$ cat config.mk
export PLATFORM = sky130hd
export DESIGN_NAME = tdc_host
export DESIGN_NICKNAME = d
export VERILOG_FILES = /design/src/tdc_pkg.sv /design/src/tdc_mod_if.sv /design/src/tdc_bitgen.sv /design/src/tdc_host.sv
export SDC_FILE = /design/constraint.sdc
export NUM_CORES = 1
export LEC_CHECK = 0
export CAP_MARGIN = 20
export CORE_ASPECT_RATIO = 0.7
export CORE_MARGIN = 3
export CORE_UTILIZATION = 56
export CTS_CLUSTER_DIAMETER = 120
export DETAILED_ROUTE_END_ITERATION = 10
export DONT_BUFFER_PORTS = 1
export GPL_TIMING_DRIVEN = 0
export PLACE_DENSITY = 0.83
export SLEW_MARGIN = 15
export SYNTH_ARGS = -nofsm -noshare
export SYNTH_HDL_FRONTEND = slang
export SYNTH_SLANG_ARGS = --single-unit
$ cat constraint.sdc
create_clock -name mclk -period 7.6 [get_ports mclk]
set_input_delay 0.76 -clock mclk [delete_from_list [all_inputs] [get_ports mclk]]
set_output_delay 0.76 -clock mclk [all_outputs]
set_load 0.01 [all_outputs]
$ cat src/tdc_pkg.sv
package tdc_pkg;
  // ---------------------------------------------------------------
  // clocking
  // ---------------------------------------------------------------
  localparam int unsigned SYS_CLK_HZ = 50_000_000;
  localparam int unsigned MCLK_HZ = 2_048_000;
  localparam int unsigned BIT_HZ = 256_000;
  localparam logic [31:0] PHASE_INC_MCLK = 32'(((64'd2 * MCLK_HZ) << 32) / SYS_CLK_HZ);
  localparam logic [31:0] PHASE_INC_BIT = 32'((64'(BIT_HZ) << 32) / SYS_CLK_HZ);
  // settle time after clock start before sync or stream may be used
  localparam int unsigned STOP_US = 40;
  localparam int unsigned STOP_CYCLES = (STOP_US * (SYS_CLK_HZ / 1_000_000));
  localparam int unsigned SETTLE_W = 12;
  localparam logic [SETTLE_W-1:0] SETTLE_MAX = SETTLE_W'(STOP_CYCLES);

  // ---------------------------------------------------------------
  // register map (byte addresses)
  // ---------------------------------------------------------------
  localparam int unsigned AW = 8;
  localparam logic [AW-1:0] REG_CTRL = 8'h00;
  localparam logic [AW-1:0] REG_PINS = 8'h04;
  localparam logic [AW-1:0] REG_GAIN = 8'h08;
  localparam logic [AW-1:0] REG_SYNC = 8'h0C;
  localparam logic [AW-1:0] REG_STAT = 8'h10;
  localparam logic [AW-1:0] REG_PDM = 8'h14;

  // ctrl fields
  localparam int unsigned CTRL_CLK_EN = 0;
  localparam int unsigned CTRL_SYNC_EN = 1;
  localparam int unsigned CTRL_GEN_EN = 2;
  localparam int unsigned CTRL_IMPULSE = 3;
  localparam int unsigned CTRL_PHASE_SYNC = 4;
  localparam int unsigned CTRL_W = 5;
  // pins fields
  localparam int unsigned MODE_LSB = 0;
  localparam int unsigned SCALE_LSB = 4;
  localparam int unsigned SEL_W = 3;

  localparam int unsigned GAIN_W = 24;
  localparam logic [GAIN_W-1:0] GAIN_SINE_FS = 24'h04B8F2;
  localparam logic [GAIN_W-1:0] GAIN_IMPULSE_MAX = 24'h0078E5;

  localparam logic [SEL_W-1:0] MODE_SLEEP_LO = 3'h0;
  localparam logic [SEL_W-1:0] MODE_AC_BOTH = 3'h1;
  localparam logic [SEL_W-1:0] MODE_AC_PREC = 3'h2;
  localparam logic [SEL_W-1:0] MODE_AC_LOAD = 3'h3;
  localparam logic [SEL_W-1:0] MODE_DC_CM = 3'h4;
  localparam logic [SEL_W-1:0] MODE_DC_DIFF = 3'h5;
  localparam logic [SEL_W-1:0] MODE_AC_CM = 3'h6;
  localparam logic [SEL_W-1:0] MODE_SLEEP_HI = 3'h7;
  localparam logic [SEL_W-1:0] SCALE_1_64 = 3'h6;
  localparam logic [SEL_W-1:0] SCALE_RSVD = 3'h7;

  // modulator: pattern is 24-bit signed value around mid-scale
  localparam int unsigned ACC_W = 26;
  localparam logic [ACC_W-1:0] FULL_STEP = 26'h0800000;

  function automatic logic mode_is_ac(input logic [SEL_W-1:0] m);
    return (m == MODE_AC_BOTH) || (m == MODE_AC_PREC) || (m == MODE_AC_LOAD) || (m == MODE_AC_CM);
  endfunction

  function automatic logic mode_is_sleep(input logic [SEL_W-1:0] m);
    return (m == MODE_SLEEP_LO) || (m == MODE_SLEEP_HI);
  endfunction
endpackage
$ cat src/tdc_mod_if.sv
`timescale 1ns/1ps
interface tdc_mod_if;
  logic bit_tick;
  logic restart;
  logic [23:0] gain;
  logic impulse;
  logic fire;
  logic bit_out;
  modport ctl (output bit_tick, output restart, output gain, output impulse, output fire, input bit_out);
  modport gen (input bit_tick, input restart, input gain, input impulse, input fire, output bit_out);
endinterface

$ cat src/tdc_bitgen.sv
`timescale 1ns/1ps
module tdc_bitgen
  import tdc_pkg::*;
(
  // clock and reset
  input wire logic mclk,
  input wire logic rst,
  // control
  tdc_mod_if.gen m
);
  // ---------------------------------------------------------------
  // pattern source: square-ish sine proxy or impulse
  // ---------------------------------------------------------------
  logic [7:0] phase;
  logic [ACC_W-1:0] acc;
  logic [ACC_W-1:0] level;
  logic pulse_live;
  logic bit_q;

  always_ff @(posedge mclk or posedge rst) begin
    if (rst) begin
      phase <= 8'h00;
    end else if (m.restart || m.fire) begin
      phase <= 8'h00;
    end else if (m.bit_tick) begin
      phase <= phase + 8'h01;
    end
  end

  always_ff @(posedge mclk or posedge rst) begin
    if (rst) begin
      pulse_live <= 1'b0;
    end else if (m.restart) begin
      pulse_live <= 1'b0;
    end else if (m.fire) begin
      pulse_live <= 1'b1;
    end else if (m.bit_tick && phase == 8'hFF) begin
      pulse_live <= 1'b0;
    end
  end

  // offset from mid-scale; only the impulse gain bound keeps ones density inside 25..75 percent, sine gain is not bounded
  always_comb begin
    level = FULL_STEP;
    if (m.impulse) begin
      if (pulse_live && phase[7:4] == 4'h0) begin
        level = FULL_STEP + ACC_W'(m.gain);
      end
    end else if (phase[7]) begin
      level = FULL_STEP + ACC_W'(m.gain);
    end else begin
      level = FULL_STEP - ACC_W'(m.gain);
    end
  end

  // first-order delta-sigma, one bit per tick
  always_ff @(posedge mclk or posedge rst) begin
    if (rst) begin
      acc <= '0;
      bit_q <= 1'b0;
    end else if (m.restart) begin
      acc <= '0;
      bit_q <= 1'b0;
    end else if (m.bit_tick) begin
      if ((acc + level) >= (FULL_STEP << 1)) begin
        acc <= acc + level - (FULL_STEP << 1);
        bit_q <= 1'b1;
      end else begin
        acc <= acc + level;
        bit_q <= 1'b0;
      end
    end
  end

  assign m.bit_out = bit_q;
endmodule

$ cat src/tdc_host.sv
`timescale 1ns/1ps
// Notes on behaviour
// - host sends one-bit delta-sigma test stream at nominal 256 kHz
// - stream ones density kept within 25..75 percent, 50 percent is mid-scale; host bounds only the impulse gain, not the sine gain
// - sine pattern full scale uses gain 0x04B8F2
// - impulse pattern gain clamped at 0x0078E5 for modulator stability
// - host makes master clock near 2.048 MHz from its own clock
// - master clock stays off after reset until software writes config
// - sync pulse only after rising sync input or a software sync write, and only once enabled
// - system sync input must align within one master clock period
// - sync realigns pattern phase only when phase sync enabled, or on a software sync write in impulse mode
// - host drives mode and scaling pins; mode and scaling share one register
// - mode pins toggled directly by host for precise timing
// - instability recovery: sleep, restart generator, then ac mode again; host restarts the generator on ac re-entry instead
module tdc_host
  import tdc_pkg::*;
(
  // clock and reset
  input wire logic mclk,
  input wire logic rst,
  // register port
  input wire logic [AW-1:0] addr,
  input wire logic [31:0] wdata,
  input wire logic wr,
  input wire logic rd,
  output logic [31:0] rdata,
  // system sync input
  input wire logic sys_sync,
  // pins to the converter
  output logic dac_mclk,
  output logic divider_sync_pulse,
  output logic test_data,
  output logic [SEL_W-1:0] mode_select,
  output logic [SEL_W-1:0] scaling_select
);
  // ---------------------------------------------------------------
  // registers
  // ---------------------------------------------------------------
  typedef enum logic [1:0] {TDC_OFF, TDC_SETTLE, TDC_RUN} tdc_state_t;

  tdc_mod_if mi();

  logic [CTRL_W-1:0] ctrl;
  logic [SEL_W-1:0] mode_req;
  logic [SEL_W-1:0] scale_req;
  logic [GAIN_W-1:0] gain;
  logic [GAIN_W-1:0] next_gain;
  logic gain_clamped;
  logic gen_restart;
  logic sync_sw;
  logic sync_q;
  logic sync_seen;
  logic [31:0] ph_mclk;
  logic [31:0] ph_bit;
  logic [32:0] next_ph_mclk;
  logic [32:0] next_ph_bit;
  logic [SETTLE_W-1:0] settle_cnt;
  logic [15:0] sync_count;
  logic [31:0] next_rdata;
  logic prev_ac;
  logic recover_pend;
  tdc_state_t state;

  // impulse bandwidth is above 100 Hz, so its gain is bounded
  function automatic logic [GAIN_W-1:0] clamp_gain(input logic [GAIN_W-1:0] g, input logic imp);
    return (imp && g > GAIN_IMPULSE_MAX) ? GAIN_IMPULSE_MAX : g;
  endfunction

  always_comb begin
    next_gain = clamp_gain(wdata[GAIN_W-1:0], ctrl[CTRL_IMPULSE]);
  end

  always_ff @(posedge mclk or posedge rst) begin
    if (rst) begin
      ctrl <= '0;
    end else if (wr && addr == REG_CTRL) begin
      ctrl <= wdata[CTRL_W-1:0];
    end
  end

  always_ff @(posedge mclk or posedge rst) begin
    if (rst) begin
      gain <= GAIN_SINE_FS;
      gain_clamped <= 1'b0;
    end else if (wr && addr == REG_GAIN) begin
      gain <= next_gain;
      gain_clamped <= (next_gain != wdata[GAIN_W-1:0]);
    end else if (ctrl[CTRL_IMPULSE]) begin
      gain <= clamp_gain(gain, 1'b1);
    end
  end

  // mode and scaling are driven straight onto pins for exact timing
  always_ff @(posedge mclk or posedge rst) begin
    if (rst) begin
      mode_req <= MODE_SLEEP_LO;
      scale_req <= '0;
    end else if (wr && addr == REG_PINS) begin
      mode_req <= wdata[MODE_LSB +: SEL_W];
      scale_req <= (wdata[SCALE_LSB +: SEL_W] == SCALE_RSVD) ? scale_req : wdata[SCALE_LSB +: SEL_W];
    end
  end

  // ---------------------------------------------------------------
  // clock generation and settle tracking
  // ---------------------------------------------------------------
  always_comb begin
    next_ph_mclk = {1'b0, ph_mclk} + {1'b0, PHASE_INC_MCLK};
    next_ph_bit = {1'b0, ph_bit} + {1'b0, PHASE_INC_BIT};
  end

  always_ff @(posedge mclk or posedge rst) begin
    if (rst) begin
      ph_mclk <= '0;
      dac_mclk <= 1'b0;
    end else if (!ctrl[CTRL_CLK_EN]) begin
      ph_mclk <= '0;
      dac_mclk <= 1'b0;
    end else begin
      ph_mclk <= next_ph_mclk[31:0];
      if (next_ph_mclk[32]) begin
        dac_mclk <= ~dac_mclk;
      end
    end
  end

  // bit tick restarts with each sync so stream phase matches divider
  always_ff @(posedge mclk or posedge rst) begin
    if (rst) begin
      ph_bit <= '0;
      mi.bit_tick <= 1'b0;
    end else if (!ctrl[CTRL_CLK_EN] || divider_sync_pulse) begin
      ph_bit <= '0;
      mi.bit_tick <= 1'b0;
    end else begin
      ph_bit <= next_ph_bit[31:0];
      mi.bit_tick <= next_ph_bit[32];
    end
  end

  // device needs time after clock loss; track it for software
  always_ff @(posedge mclk or posedge rst) begin
    if (rst) begin
      state <= TDC_OFF;
      settle_cnt <= '0;
    end else begin
      case (state)
        TDC_OFF: begin
          settle_cnt <= '0;
          if (ctrl[CTRL_CLK_EN]) begin
            state <= TDC_SETTLE;
          end
        end
        TDC_SETTLE: begin
          if (!ctrl[CTRL_CLK_EN]) begin
            state <= TDC_OFF;
          end else if (settle_cnt == SETTLE_MAX) begin
            state <= TDC_RUN;
          end else begin
            settle_cnt <= settle_cnt + 1'b1;
          end
        end
        TDC_RUN: begin
          if (!ctrl[CTRL_CLK_EN]) begin
            state <= TDC_OFF;
          end
        end
        default: begin
          state <= TDC_OFF;
        end
      endcase
    end
  end

  // ---------------------------------------------------------------
  // sync pulse
  // ---------------------------------------------------------------
  always_ff @(posedge mclk or posedge rst) begin
    if (rst) begin
      sync_q <= 1'b0;
    end else begin
      sync_q <= sys_sync;
    end
  end

  // sync is only meaningful while the clock runs; caller aligns sys_sync
  always_ff @(posedge mclk or posedge rst) begin
    if (rst) begin
      divider_sync_pulse <= 1'b0;
      sync_seen <= 1'b0;
      sync_count <= '0;
    end else begin
      divider_sync_pulse <= ((sys_sync && !sync_q) || sync_sw) && ctrl[CTRL_SYNC_EN] && ctrl[CTRL_CLK_EN];
      if (rd && addr == REG_SYNC) begin
        sync_seen <= 1'b0;
      end
      if (divider_sync_pulse) begin
        sync_seen <= 1'b1;
        sync_count <= sync_count + 16'h0001;
      end
    end
  end

  always_ff @(posedge mclk or posedge rst) begin
    if (rst) begin
      sync_sw <= 1'b0;
    end else begin
      sync_sw <= wr && addr == REG_SYNC && wdata[0];
    end
  end

  // ---------------------------------------------------------------
  // stream and pin drive
  // ---------------------------------------------------------------
  // after sleep or clock stop, restart generator on ac re-entry so it starts stable
  always_ff @(posedge mclk or posedge rst) begin
    if (rst) begin
      prev_ac <= 1'b0;
      recover_pend <= 1'b0;
      gen_restart <= 1'b1;
    end else begin
      prev_ac <= mode_is_ac(mode_req);
      if (mode_is_sleep(mode_req) || !ctrl[CTRL_CLK_EN]) begin
        recover_pend <= 1'b1;
      end else if (mode_is_ac(mode_req) && !prev_ac) begin
        recover_pend <= 1'b0;
      end
      gen_restart <= !ctrl[CTRL_GEN_EN] || (recover_pend && mode_is_ac(mode_req) && !prev_ac)
                     || (divider_sync_pulse && ctrl[CTRL_PHASE_SYNC]);
    end
  end

  always_comb begin
    mi.restart = gen_restart;
    mi.gain = gain;
    mi.impulse = ctrl[CTRL_IMPULSE];
    mi.fire = sync_sw && ctrl[CTRL_IMPULSE];
  end

  tdc_bitgen tdc_bitgen_i (
    .mclk(mclk),
    .rst(rst),
    .m(mi.gen)
  );

  // pins trail the write by two edges; fixed latency keeps pulse timing exact
  always_ff @(posedge mclk or posedge rst) begin
    if (rst) begin
      test_data <= 1'b0;
      mode_select <= MODE_SLEEP_LO;
      scaling_select <= '0;
    end else begin
      test_data <= ctrl[CTRL_GEN_EN] ? mi.bit_out : 1'b0;
      mode_select <= mode_req;
      scaling_select <= scale_req;
    end
  end

  // ---------------------------------------------------------------
  // read port
  // ---------------------------------------------------------------
  always_comb begin
    next_rdata = '0;
    if (addr == REG_CTRL) begin
      next_rdata[CTRL_W-1:0] = ctrl;
    end else if (addr == REG_PINS) begin
      next_rdata[MODE_LSB +: SEL_W] = mode_req;
      next_rdata[SCALE_LSB +: SEL_W] = scale_req;
    end else if (addr == REG_GAIN) begin
      next_rdata[GAIN_W-1:0] = gain;
    end else if (addr == REG_SYNC) begin
      next_rdata[15:0] = sync_count;
    end else if (addr == REG_STAT) begin
      next_rdata[1:0] = state;
      next_rdata[2] = sync_seen;
      next_rdata[3] = gain_clamped;
      next_rdata[4] = (mode_req == MODE_AC_CM) && (scale_req == SCALE_1_64);
      next_rdata[5] = !mode_is_sleep(mode_req) && mode_req != MODE_AC_LOAD;
      next_rdata[6] = !mode_is_sleep(mode_req) && mode_req != MODE_AC_PREC;
      next_rdata[7] = recover_pend;
    end else if (addr == REG_PDM) begin
      next_rdata[0] = mi.bit_out;
    end
  end

  // read data falls back to zero so a stale word is never taken as fresh
  always_ff @(posedge mclk or posedge rst) begin
    if (rst) begin
      rdata <= '0;
    end else if (rd) begin
      rdata <= next_rdata;
    end else begin
      rdata <= '0;
    end
  end
endmodule

==> qor.yml <==
outcome:
  outcome: "completed"
synth:
  yosys.cell_types.count: 89
  syn_inst: 1166
  synth.area.top_cells: "dfrtp_1, nor2_1, ha_1, xnor2_1, a21oi_1"
  yosysWarnings: 0
  synth_edf_count: 0
  async_reset_ff_frac: 1.00
  synth_top_area_cell: "dfrtp_1"
  ys_seq_elements: 200
  netlist_area_um2: 11300
  seq_area_frac_synth: 0.445
  yosys.area.top_type_share: 0.419
  synth_ff_type: "dfrtp_1"
  avgSynthCellArea_um2: 9.67
cts:
  worstSkewPairLatency_ns: 0.44
  cts_tree: "built"
  numCtsBuffers: 17
  cts.sinks: 200
  cts-resized-gates: 0
  path_clk_slew_ns: 0.08
  clk_path_buf_depth: 2
  cts_root_buf: "clkbuf_16"
  htree_num_levels: 4
  hold_buffers: 0
  postCtsSetupBuffers: 0
drt:
  ant_nets: 0
  dr.first_iter.drc_count: 919
  drc: 0
  vias_per_cell: 6.19
  dr.pass1.iters: 6
  wl_per_cell_um: 18.6
  wl_mm: 27.4
  num_vias: 9095
floorplan:
  rows: 42
  die_height_um: 125
  io_pins: 86
  die_width_um: 176
  initial_core_util: 0.583
  dieArea_um2: 21900
  coreArea_um2: 19300
worst_setup_path:
  startpoint: "gain[2]"
  crit_end: "tdc_bitgen_i.acc[25]"
  worstPathArrival_ns: 6.88
  r2r-start: "gain[2]"
  rr_endpoint: "tdc_bitgen_i.acc[25]"
  slowest_delay_ns: 0.47
  required_ns: 7.92
  critical-path-slowest-cell: "o41ai_1"
  critPathCaptureType: "flop"
  crit_type: "flop to flop"
  r2r_cells: 25
  startpoint_type: "flop"
  critPathMaxFanout: 10
  worst-r2r-setup-slack_ns: 1.03
sta:
  worst_pin_slew_ns: 0.996
  setup_violations: 0
  rsz0062_at_grt: "false"
  worst_slack_ns: 1.03
  hold_violations: 0
  slew_headroom: 0.331
  min_period_ns: 6.57
  finClkSkew_ns: 0.00832
  fmax_mhz: 152
  drv_slew: 0
  finalCritPeriodShare: 0.864
pwr:
  power_density_nw_per_um2: 190
  p_leak_nw: 5.58
  peakVddDrop_uv: 140
place:
  gp_congestion: 0.957
  dp_hpwl_mm: 19.9
  pre_cts_slack_ns: 1.26
  placement.io_buffers: 0
cells_and_area:
  final_nets: 1277
  layout-drive-gt1-share: 0.0945
  nFillCells: 1522
  syn_to_final_growth_pct: 9.22
  n_antenna_cell: 0
  finish.utilization: 0.637
global_route:
  grt_pass1_wl_mm: 45.3
  antenna_found_initial: 0
  grt_use_total: 0.253
  grt_max_degree: 110
  grt_overflow_total: 0
  grt_pass1_vias: 8737
min_path:
  hp-class: "primary input to asynchronous set/reset pin"
run:
  cap_viol_max_count: 0
## cell families (layout without fill, tap and decap cells)
logic type | count (synthesis) | after routing | share of synthesized area
simple gates | 456 | 456 | 0.205
compound gates | 262 | 262 | 0.164
flops | 200 | 200 | 0.445
xor+xnor | 84 | 84 | 0.0652
buf+inv | 80 | 113 | 0.0356
mux | 44 | 44 | 0.0415
fa+ha+maj | 39 | 39 | 0.0439
other cells | 1 | 8 | 0.000332
## worst min path at each step
stage,start,depth (start not counted),end
after floorplan,mode_req[0],0,mode_select[0]
after global placement,mode_req[1],0,mode_select[1]
after detailed placement,mode_req[1],0,mode_select[1]
after CTS,sys_sync,0,sync_q
after global routing,sys_sync,0,sync_q
final,rst,1,ph_mclk[27]
## state kept, by name (all words and copies together), names as in the netlist, 2 cells and up
register / cells
state: 2
gain: 24
mode_select: 3
ctrl: 5
scaling_select: 3
tdc_bitgen_i.acc: 26
mode_req: 3
rdata: 24
sync_count: 16
scale_req: 3
settle_cnt: 12
tdc_bitgen_i.phase: 8
ph_mclk: 29
ph_bit: 29
## cells in the final DEF, fill, tap and decap left out, types with 31 or more instances in the layout
cell      instances
nor3_1           34
a21oi_1          68
nand2_1          85
xnor2_1          50
dfrtp_1         189
xor2_1           34
nand3_1          45
mux2i_1          31
ha_1             38
o21ai_0          47
clkbuf_1         34
nor2_1          134
## per-layer routing
layer	share of wire	routed length (um)	up-vias	GRT usage
met5	0	0	-	0
met4	0.014	373	0	0.0600
met3	0.095	2610	44	0.0771
met2	0.43	11700	404	0.361
met1	0.46	12700	4430	0.376
li1	-	-	4217	-
## metrics by stage
stage | total power, mW | cells | hold slack, ns | area, um^2 | TNS [ns]
2_1_floorplan | 1.31 | 1173 | 0.352 | 11300 | 0
3_3_place_gp | 1.36 | 1437 | 0.368 | 11600 | -111.77
3_5_place_dp | 1.37 | 1438 | 0.363 | 11700 | 0
4_1_cts | 2.35 | 1470 | 0.331 | 12300 | 0
5_1_grt | 2.43 | 1470 | 0.323 | 12300 | 0
6_report | 2.34 | 1470 | 0.298 | 12300 | 0
## cells in the mapped netlist, types with 4 or more instances
cell type,number
buf_4,11
a211o_1,5
o21ai_1,5
o22a_1,11
inv_1,24
nor2b_1,11
nand2b_1,9
nand3b_1,5
xnor2_1,50
nand2_1,85
and2_1,25
a211oi_1,8
o211ai_1,8
a21o_1,13
a21oi_1,68
nand3_1,45
a21boi_0,8
a22o_1,16
o21ai_0,47
xor2_1,34
nor4_1,9
mux2i_1,31
ha_1,38
or2_2,8
nor3b_1,4
o211a_1,6
nand4_1,17
o31ai_1,9
dfrtp_1,189
buf_6,5
or3_1,19
clkbuf_1,34
a31oi_1,6
nor3_1,34
and3_1,25
mux2_2,12
nor2_1,134
a222oi_1,4
o21a_1,12
dfstp_2,11
## worst max-delay path, delay by kind of cell, from the launching register on
family,cells,cell delay [ns]
fa+ha+maj,2,0.52
flops,1,0.38
compound gates,9,2.61
simple gates,12,2.55
buf+inv,2,0.35
## power by group
group	internal (mW)	switching, mW
combinational	0.0940	0.153
sequential	1.09	0.0263
clock	0.514	0.470
total	1.69	0.649
## layout make-up
| class | instances | area (um^2) | share of cell area |
|---|---|---|---|
| multi-input cells | 893 | 5890 | 0.478 |
| flip-flops and latches | 200 | 5020 | 0.407 |
| clock buffers | 17 | 425 | 0.0345 |
| well taps | 264 | 330 | 0.0268 |
| plain buffers | 56 | 312 | 0.0253 |
| clock inverters | 15 | 223 | 0.0181 |
| inverters | 24 | 97.6 | 0.00792 |
| repair buffers | 1 | 27.5 | 0.00223 |
No activity file was read; power rests on OpenSTA's default activity.
